**config.mk**
```make
export PLATFORM = sky130hd
export DESIGN_NAME = io_dev_flat
export DESIGN_NICKNAME = d
export VERILOG_FILES = /design/src/inc/io_bus_pkg.sv /design/src/inc/io_bus_if.sv /design/src/hw/io_dev.sv /design/src/flat_wrapper.sv
export SDC_FILE = /design/constraint.sdc
export NUM_CORES = 1
export LEC_CHECK = 0
export ABC_AREA = 1
export BUFFER_PORTS_ARGS = -buffer_cell sky130_fd_sc_hd__buf_2
export CAP_MARGIN = 10
export CORE_MARGIN = 5
export CORE_UTILIZATION = 35
export DETAILED_ROUTE_END_ITERATION = 8
export GPL_TIMING_DRIVEN = 1
export SETUP_SLACK_MARGIN = 0.4
export SYNTH_ARGS = -nofsm -noshare
export SYNTH_HDL_FRONTEND = slang
export SYNTH_SLANG_ARGS = --single-unit
```
**constraint.sdc**
```tcl
create_clock -name i_clock -period 2.9 [get_ports i_clock]
set_input_delay 0.725 -clock i_clock [delete_from_list [all_inputs] [get_ports i_clock]]
set_output_delay 0.725 -clock i_clock [all_outputs]
set_load 0.01 [all_outputs]
```
**src/inc/io_bus_pkg.sv**
```systemverilog
package io_bus_pkg;
	localparam int DATA_W = 18;
	localparam int ADDR_W = 15;
	localparam int DEV_W = 6;
	localparam int OP_W = 3;
	localparam int CABLE_SIGNALS = 72;
	localparam int FIFO_DEPTH = 16;
	// timing of the sync pulse train
	localparam int CLK_NS = 10;
	localparam int SYNC_PERIOD_NS = 1000;
	localparam int SYNC_CYCLES = SYNC_PERIOD_NS / CLK_NS;
	// io transfer instruction sub-operations
	localparam logic [OP_W-1:0] OP_LD_CMD = 3'h0;
	localparam logic [OP_W-1:0] OP_RD_STAT = 3'h1;
	localparam logic [OP_W-1:0] OP_SKIP = 3'h2;
	localparam logic [OP_W-1:0] OP_LD_CA = 3'h3;
	localparam logic [OP_W-1:0] OP_LD_WC = 3'h4;
	localparam logic [OP_W-1:0] OP_CLR_FLAG = 3'h5;
	// command register bits
	localparam int CMD_GO = 0;
	localparam int CMD_SINGLE = 1;
	localparam int CMD_INPUT = 2;
	localparam int CMD_API = 3;
	// status word bits
	localparam int ST_FLAG = 0;
	localparam int ST_BUSY = 1;
	localparam int ST_FULL = 2;
	localparam int ST_EMPTY = 3;
	localparam logic [DATA_W-1:0] ZERO_WORD = 18'h0;
	// processor to devices, broadcast
	typedef struct packed {
		logic sync;
		logic pwr_clr;
		logic io_transfer_instruction;
		logic [OP_W-1:0] iop;
		logic [DEV_W-1:0] dev_sel;
		logic [DATA_W-1:0] data;
		logic dch_gr;
		logic api_gr;
		logic ack;
		logic wc_ovf;
	} bcast_t;
	// devices to processor, or-combined on the cable
	typedef struct packed {
		logic [DATA_W-1:0] data;
		logic [ADDR_W-1:0] addr;
		logic dch_rq;
		logic api_rq;
		logic int_rq;
		logic skip_rq;
		logic rd_rq;
		logic sing_cy;
	} up_t;
endpackage

```
**src/inc/io_bus_if.sv**
```systemverilog
`timescale 1ns/1ps
interface io_bus_if;
	io_bus_pkg::bcast_t bc;
	io_bus_pkg::up_t up;
	logic dch_en;
	logic api_en;
	modport proc(output bc, output dch_en, output api_en, input up);
	modport dev(input bc, input dch_en, input api_en, output up);
endinterface

```
**src/hw/io_dev.sv**
```systemverilog
`timescale 1ns/1ps
// word buffer between user side and bus
module io_fifo #(
	parameter int W = 18,
	parameter int DEPTH = 16
) (
	input wire logic i_clock,
	input wire logic i_rst,
	input wire logic i_ce,
	input wire logic i_valid,
	input wire logic [W-1:0] i_data,
	output logic o_ready,
	output logic o_valid,
	output logic [W-1:0] o_data,
	input wire logic i_ready
);
	localparam int AW = $clog2(DEPTH);
	typedef struct packed {
		logic [DEPTH-1:0][W-1:0] mem;
		logic [AW-1:0] wp;
		logic [AW-1:0] rp;
		logic [AW:0] cnt;
	} fifo_st_t;
	fifo_st_t s;
	fifo_st_t next_s;
	logic push;
	logic pop;

	// handshakes from occupancy
	assign o_ready = s.cnt != (AW+1)'(DEPTH);
	assign o_valid = s.cnt != '0;
	assign o_data = s.mem[s.rp];
	assign push = i_valid && o_ready;
	assign pop = o_valid && i_ready;

	// pointer and count update
	always_comb
	begin
		next_s = s;
		if (push)
		begin
			next_s.mem[s.wp] = i_data;
			next_s.wp = s.wp + 1'b1;
		end
		if (pop)
			next_s.rp = s.rp + 1'b1;
		if (push && !pop)
			next_s.cnt = s.cnt + 1'b1;
		else if (pop && !push)
			next_s.cnt = s.cnt - 1'b1;
	end

	always_ff @(posedge i_clock)
	begin
		if (i_rst)
			s <= '0;
		else if (i_ce)
			s <= next_s;
	end
endmodule

// peripheral end of the chained bus
module io_dev #(
	parameter logic [io_bus_pkg::DEV_W-1:0] DEV_NUM = 6'h11,
	parameter logic [io_bus_pkg::DEV_W-1:0] TRAP_NUM = 6'h21
) (
	input wire logic i_clock,
	input wire logic i_rst,
	input wire logic i_ce,
	io_bus_if.dev bus,
	input wire logic i_done,
	input wire logic i_in_valid,
	input wire logic [io_bus_pkg::DATA_W-1:0] i_in_data,
	output logic o_in_ready,
	output logic o_out_valid,
	output logic [io_bus_pkg::DATA_W-1:0] o_out_data,
	input wire logic i_out_ready,
	output logic [io_bus_pkg::DATA_W-1:0] o_cmd,
	output io_bus_pkg::bcast_t o_next_bc,
	output logic o_next_dch_en,
	output logic o_next_api_en
);
	typedef struct packed {
		logic [io_bus_pkg::DATA_W-1:0] cmd;
		logic [io_bus_pkg::ADDR_W-1:0] ca;
		logic [io_bus_pkg::DATA_W-1:0] wc;
		logic [io_bus_pkg::DATA_W-1:0] word;
		logic flag;
		logic dch_req;
		logic api_req;
		logic api_sent;
		logic ena;
		logic api_ena;
		logic rsp_stat;
		logic rsp_skip;
		io_bus_pkg::up_t up;
	} dev_st_t;
	dev_st_t s;
	dev_st_t next_s;
	logic f_in_valid;
	logic [io_bus_pkg::DATA_W-1:0] f_in_data;
	logic f_in_ready;
	logic f_out_valid;
	logic [io_bus_pkg::DATA_W-1:0] f_out_data;
	logic f_out_ready;
	logic bus_push;
	logic bus_pop;
	logic indir;
	logic sel;
	logic [io_bus_pkg::DATA_W-1:0] stat;

	// enable passes only past a device not asking
	function automatic logic chain(input logic en, input logic req);
		chain = en && !req;
	endfunction

	assign indir = s.cmd[io_bus_pkg::CMD_INPUT];
	assign sel = bus.bc.io_transfer_instruction && bus.bc.dev_sel == DEV_NUM;

	// buffer faces user or bus by direction
	assign f_in_valid = indir ? i_in_valid : bus_push;
	assign f_in_data = indir ? i_in_data : bus.bc.data;
	assign f_out_ready = indir ? bus_pop : i_out_ready;
	assign o_in_ready = indir && f_in_ready;
	assign o_out_valid = !indir && f_out_valid;
	assign o_out_data = f_out_data;
	assign bus_pop = bus.bc.dch_gr && s.dch_req && indir;
	assign bus_push = bus.bc.ack && s.ena && !indir;

	io_fifo #(
		.W(io_bus_pkg::DATA_W),
		.DEPTH(io_bus_pkg::FIFO_DEPTH)
	) buffer (
		.i_clock(i_clock),
		.i_rst(i_rst || bus.bc.pwr_clr),
		.i_ce(i_ce),
		.i_valid(f_in_valid),
		.i_data(f_in_data),
		.o_ready(f_in_ready),
		.o_valid(f_out_valid),
		.o_data(f_out_data),
		.i_ready(f_out_ready)
	);

	// status word
	always_comb
	begin
		stat = io_bus_pkg::ZERO_WORD;
		stat[io_bus_pkg::ST_FLAG] = s.flag;
		stat[io_bus_pkg::ST_BUSY] = s.cmd[io_bus_pkg::CMD_GO];
		stat[io_bus_pkg::ST_FULL] = !f_in_ready;
		stat[io_bus_pkg::ST_EMPTY] = !f_out_valid;
	end

	// outgoing cable and chain
	assign bus.up = s.up;
	assign o_next_bc = bus.bc;
	assign o_next_dch_en = chain(bus.dch_en, s.dch_req);
	assign o_next_api_en = chain(bus.api_en, s.api_req);
	assign o_cmd = s.cmd;

	// request, transfer and instruction handling
	always_comb
	begin
		next_s = s;
		next_s.api_ena = 1'b0;
		next_s.rsp_stat = 1'b0;
		next_s.rsp_skip = 1'b0;
		// program instructions for this device
		if (sel)
		begin
			unique case (bus.bc.iop)
				io_bus_pkg::OP_LD_CMD: next_s.cmd = bus.bc.data;
				io_bus_pkg::OP_LD_CA:
					next_s.ca = bus.bc.data[io_bus_pkg::ADDR_W-1:0];
				io_bus_pkg::OP_LD_WC: next_s.wc = bus.bc.data;
				io_bus_pkg::OP_RD_STAT:
				begin
					next_s.rsp_stat = 1'b1;
					next_s.word = stat;
				end
				io_bus_pkg::OP_SKIP: next_s.rsp_skip = s.flag;
				io_bus_pkg::OP_CLR_FLAG:
				begin
					next_s.flag = 1'b0;
					next_s.api_sent = 1'b0;
				end
				default: ;
			endcase
		end
		// data channel request on sync, gated by enable
		if (bus.bc.sync && bus.dch_en && !s.dch_req && !s.ena
			&& next_s.cmd[io_bus_pkg::CMD_GO]
			&& (indir ? f_out_valid : f_in_ready))
			next_s.dch_req = 1'b1;
		// interrupt request on sync
		if (bus.bc.sync && bus.api_en && s.flag && !s.api_sent
			&& s.cmd[io_bus_pkg::CMD_API])
			next_s.api_req = 1'b1;
		// grants
		if (bus.bc.dch_gr && s.dch_req)
		begin
			next_s.dch_req = 1'b0;
			next_s.ena = 1'b1;
			if (indir)
				next_s.word = f_out_data;
		end
		if (bus.bc.api_gr && s.api_req)
		begin
			next_s.api_req = 1'b0;
			next_s.api_sent = 1'b1;
			next_s.api_ena = 1'b1;
		end
		// word taken, step address and count in single cycle mode
		if (bus.bc.ack && s.ena)
		begin
			next_s.ena = 1'b0;
			if (s.cmd[io_bus_pkg::CMD_SINGLE])
			begin
				next_s.ca = s.ca + 1'b1;
				next_s.wc = s.wc + 1'b1;
			end
			if (s.cmd[io_bus_pkg::CMD_SINGLE] ? next_s.wc == '0
				: bus.bc.wc_ovf)
			begin
				next_s.cmd[io_bus_pkg::CMD_GO] = 1'b0;
				next_s.flag = 1'b1;
			end
		end
		// end of operation, set wins over clear flag, power clear wins over both
		if (i_done)
			next_s.flag = 1'b1;
		if (bus.bc.pwr_clr)
			next_s = '0;
		// cable image, zeros while idle apart from int_rq while the flag is set and CMD_API is clear
		next_s.up = '0;
		next_s.up.dch_rq = next_s.dch_req;
		next_s.up.api_rq = next_s.api_req;
		next_s.up.int_rq = next_s.flag
			&& !next_s.cmd[io_bus_pkg::CMD_API];
		next_s.up.skip_rq = next_s.rsp_skip;
		if (next_s.rsp_stat)
			next_s.up.data = next_s.word;
		if (next_s.ena)
		begin
			next_s.up.rd_rq = indir;
			next_s.up.sing_cy = next_s.cmd[io_bus_pkg::CMD_SINGLE];
			if (indir)
				next_s.up.data = next_s.word;
			if (next_s.cmd[io_bus_pkg::CMD_SINGLE])
				next_s.up.addr = next_s.ca;
			else
				next_s.up.addr = 15'(DEV_NUM);
		end
		if (next_s.api_ena)
			next_s.up.addr = 15'(TRAP_NUM);
	end

	always_ff @(posedge i_clock)
	begin
		if (i_rst)
			s <= '0;
		else if (i_ce)
			s <= next_s;
	end
endmodule

```
**src/flat_wrapper.sv**
```systemverilog
// flat-port wrapper written by rule: the top's interface ports become plain ports
module io_dev_flat 
#(
	parameter logic [io_bus_pkg::DEV_W-1:0] DEV_NUM = 6'h11,
	parameter logic [io_bus_pkg::DEV_W-1:0] TRAP_NUM = 6'h21
)
  (i_clock, i_rst, i_ce, i_done, i_in_valid, i_in_data, o_in_ready, o_out_valid, o_out_data, i_out_ready, o_cmd, o_next_bc, o_next_dch_en, o_next_api_en, bus_bc, bus_dch_en, bus_api_en, bus_up);
  io_bus_if bus_i ();
  input wire logic i_clock;
  input wire logic i_rst;
  input wire logic i_ce;
  input wire logic i_done;
  input wire logic i_in_valid;
  input wire logic [io_bus_pkg::DATA_W-1:0] i_in_data;
  output logic o_in_ready;
  output logic o_out_valid;
  output logic [io_bus_pkg::DATA_W-1:0] o_out_data;
  input wire logic i_out_ready;
  output logic [io_bus_pkg::DATA_W-1:0] o_cmd;
  output io_bus_pkg::bcast_t o_next_bc;
  output logic o_next_dch_en;
  output logic o_next_api_en;
  input wire logic [$bits(bus_i.bc)-1:0] bus_bc;
  input wire logic [$bits(bus_i.dch_en)-1:0] bus_dch_en;
  input wire logic [$bits(bus_i.api_en)-1:0] bus_api_en;
  output wire logic [$bits(bus_i.up)-1:0] bus_up;
  assign bus_i.bc = bus_bc;
  assign bus_i.dch_en = bus_dch_en;
  assign bus_i.api_en = bus_api_en;
  assign bus_up = bus_i.up;
  io_dev #(.DEV_NUM(DEV_NUM), .TRAP_NUM(TRAP_NUM)) u_core (.i_clock(i_clock), .i_rst(i_rst), .i_ce(i_ce), .bus(bus_i), .i_done(i_done), .i_in_valid(i_in_valid), .i_in_data(i_in_data), .o_in_ready(o_in_ready), .o_out_valid(o_out_valid), .o_out_data(o_out_data), .i_out_ready(i_out_ready), .o_cmd(o_cmd), .o_next_bc(o_next_bc), .o_next_dch_en(o_next_dch_en), .o_next_api_en(o_next_api_en));
endmodule
```
==> results.json <==
{
  "outcome": "completed",
  "r2r_end": "u_core.buffer.s[4]$_SDFFE_PP0P_",
  "placedCellCount": 3602,
  "critical_path.slowest_cell": "sky130_fd_sc_hd__dfxtp_4",
  "filler_cell_count": 6022,
  "synth.ff_latch_count": 412,
  "critPathMaxStageDelay_ns": 0.40,
  "yosysTopAreaCellShare_pct": 40.4,
  "fin_cells": 3709,
  "rsz_0062_raised_after_global_routing": "yes",
  "detail_route.wl_per_cell_um": 18.2,
  "row_count": 88,
  "inserted_diodes": 0,
  "io_buffer_count": 172,
  "rrSetupSlack_ns": 0.43,
  "synth_largest_area_cell": "sky130_fd_sc_hd__dfxtp_1",
  "hold_path_class": "primary input to register",
  "gp_routability_congestion": 0.912,
  "static-leakage-power_nw": 8.38,
  "grt_use_total_pct": 20.4,
  "final-setup-viol-count": 0,
  "synth_edf_count": 0,
  "placed_area_mm2": 0.0213,
  "cts_tree": "built",
  "drv_cap": 0,
  "hold_end": "u_core.o_cmd[12]$_SDFFE_PP0P_",
  "mappedNetlistNets": 2949,
  "cts_made_buffers": 45,
  "synth.cell_area_mm2": 0.0204,
  "worst_path_required_ns": 2.17,
  "floorplan.io_pins": 173,
  "worstRegToRegCells": 15,
  "final_area_mm2": 0.0239,
  "hold-path-cell-count": 3,
  "vias_in_the_first_global_route": 17418,
  "setup_total_negative_slack_ns": 0,
  "start_util_pct": 35.3,
  "detail-route-antenna-nets": 0,
  "drc_errors": 0,
  "worst-slew-pin-transition_ns": 0.603,
  "critical_path_cell_count": 9,
  "seq_area_frac_synth_pct": 40.4,
  "grt_max_degree": 130,
  "path_max_fanout": 7,
  "critical-path-top-delay-family": "buffers and inverters",
  "synthFlopType": "sky130_fd_sc_hd__dfxtp_1",
  "post-route-period-util_pct": 95.8,
  "path_cells": "buf_12, inv_8, buf_16, a21oi_1, o21ai_1, nand3_1, nand3_2, nand2_4, buf_6",
  "drt-initial-drc-count": 1702,
  "worstSetupPathType": "register to output port",
  "finalHoldViolCount": 0,
  "hold_buffers": 0,
  "grt_remaining_overflow": 0,
  "final_layout_net_count": 2987,
  "final_max_slew_viol_count": 0,
  "dieWidth_um": 252,
  "crit_path_start_kind": "register",
  "clk_latency_ns": 0.59,
  "cp.arrival_ns": 2.05,
  "pd_cells_mw_per_mm2": 498,
  "cts_root_buf": "sky130_fd_sc_hd__clkbuf_16",
  "syn_inst": 2877,
  "grt_first_pass_wirelength_um": 104000,
  "clock-sinks": 412,
  "synthArstFlopShare_pct": 0,
  "endpoint_kind": "output port",
  "synth-warning-count": 0,
  "fmaxAchievable_mhz": 360,
  "synth_top_cells_by_area": "sky130_fd_sc_hd__dfxtp_1, sky130_fd_sc_hd__a21oi_1, sky130_fd_sc_hd__o21ai_0",
  "utilization_pct": 41.4,
  "hpwlAfterDp_um": 40700,
  "synth_top_cells_by_count": "sky130_fd_sc_hd__a21oi_1, sky130_fd_sc_hd__o21ai_0, sky130_fd_sc_hd__dfxtp_1",
  "fin_clk_skew_ns": 0.0225,
  "cts_htree_levels": 2,
  "finalWorstPathRequiredPeriod_ns": 2.78,
  "clk_pin_slew_worst_paths_ns": 0.06,
  "post_synth_num_cell_types": 50,
  "die_area_mm2": 0.0633,
  "synth.most_common_cell": "sky130_fd_sc_hd__a21oi_1",
  "design.core.area_mm2": 0.0578,
  "syn_area_per_cell_um2": 7.10,
  "layout-area-overhead-vs-synth_pct": 17.1,
  "antenna_violations_before_repair": 1,
  "max-vdd-ir-drop_uv": 378,
  "fraction_of_final_layout_cells_with_drive_strength_greater_than_1_pct": 17.9,
  "clock_tree.buffer_depth": 3,
  "finalPower_w": 0.0119,
  "max_slew_margin_pct": 59.7,
  "first_pass_iters": 6,
  "crit-reg2reg-launch": "u_core.buffer.s[1]$_SDFFE_PP0P_",
  "critical_path.n_buffers_inverters": 4,
  "routed_via_density": 5.16,
  "floorplan.die.height_um": 252,
  "min-delay-start": "bus_bc[16]",
  "totalWireLength_um": 67600,
  "dr_total_vias": 19143
}
where the power goes:
group | switching, W | internal, W
clock | 0.00242 | 0.00325
sequential | 0.00000750 | 0.00567
combinational | 0.000401 | 0.000165
metal layers:
metal  wire (um)  GRT usage [%]  up-vias
li1            -              -     9607
met1       31500           30.0     8885
met2       30400           31.5      542
met3        3830           2.81      107
met4        1850           5.55        2
met5          13              0        -
how the worst max path moves through the flow:
stage,from,end
final,u_core.buffer.s[5]$_SDFFE_PP0P_,o_out_data[13]
after global routing,u_core.buffer.s[5]$_SDFFE_PP0P_,o_out_data[16]
after CTS,u_core.buffer.s[5]$_SDFFE_PP0P_,o_out_data[9]
after detailed placement,bus_bc[1],u_core.buffer.s[4]$_SDFFE_PP0P_
after global placement,bus_bc[1],u_core.buffer.s[4]$_SDFFE_PP0P_
after floorplan,bus_bc[1],u_core.buffer.s[4]$_SDFFE_PP0P_
registers in the layout, summed over array words and instances, names as in the netlist:
signal           flops
u_core.buffer.s    301
u_core.o_cmd        18
u_core.bus.up       37
u_core.s            56
cells by family after synthesis:
| logic type | Yosys count | synth area share, % |
|---|---|---|
| buf+inv | 662 | 15.4 |
| compound gates | 1091 | 27.6 |
| flops | 412 | 40.4 |
| simple gates | 692 | 15.5 |
| xor+xnor | 8 | 0.343 |
| fa+ha+maj | 12 | 0.772 |
tightest hold or removal path: stages:
cell	delay, ns
sky130_fd_sc_hd__buf_2	0.12
sky130_fd_sc_hd__nand2_1	0.06
sky130_fd_sc_hd__a21oi_1	0.06
layout by cell type, fill, tap and decap left out, drive strengths merged, types with 3 or more instances in the layout:
| cell type | n |
|---|---|
| dfxtp | 412 |
| clkinv | 7 |
| o211ai | 14 |
| clkbuf | 69 |
| o21ai | 550 |
| o22ai | 14 |
| nor4 | 4 |
| nand4 | 24 |
| ha | 11 |
| xnor2 | 3 |
| xor2 | 5 |
| a31oi | 8 |
| nor3 | 19 |
| inv | 364 |
| buf | 285 |
| a211oi | 3 |
| a21oi | 494 |
| nand3 | 174 |
| nand2 | 302 |
| nor2 | 166 |
per-stage QoR:
stage | setup slack, ns | hold WS, ns
after floorplan | 0.412 | 0.420
after global placement | 0.0555 | 0.427
after detailed placement | 0.0919 | 0.431
after CTS | 0.0774 | 0.407
after global routing | 0.0276 | 0.427
final | 0.122 | 0.429
final cells by class:
type | instances | area [um2] | area share [%]
well taps | 765 | 957 | 4.00
inverters | 363 | 1400 | 5.83
repair buffers | 287 | 2360 | 9.87
clock inverters | 9 | 124 | 0.518
clock buffers | 67 | 1290 | 5.39
flip-flops and latches | 412 | 8260 | 34.5
multi-input cells | 1803 | 9510 | 39.7
repair inverters | 3 | 31.3 | 0.131
timing repair:
item | in CTS | in global routing
buffers inserted | 13 | 2
resized for setup | 145 | 87
pin swaps | 37 | 43
endpoints found under the setup margin | 20 | 29
cloned | 14 | 2
Note: power is estimated with default switching activity, not from simulation.
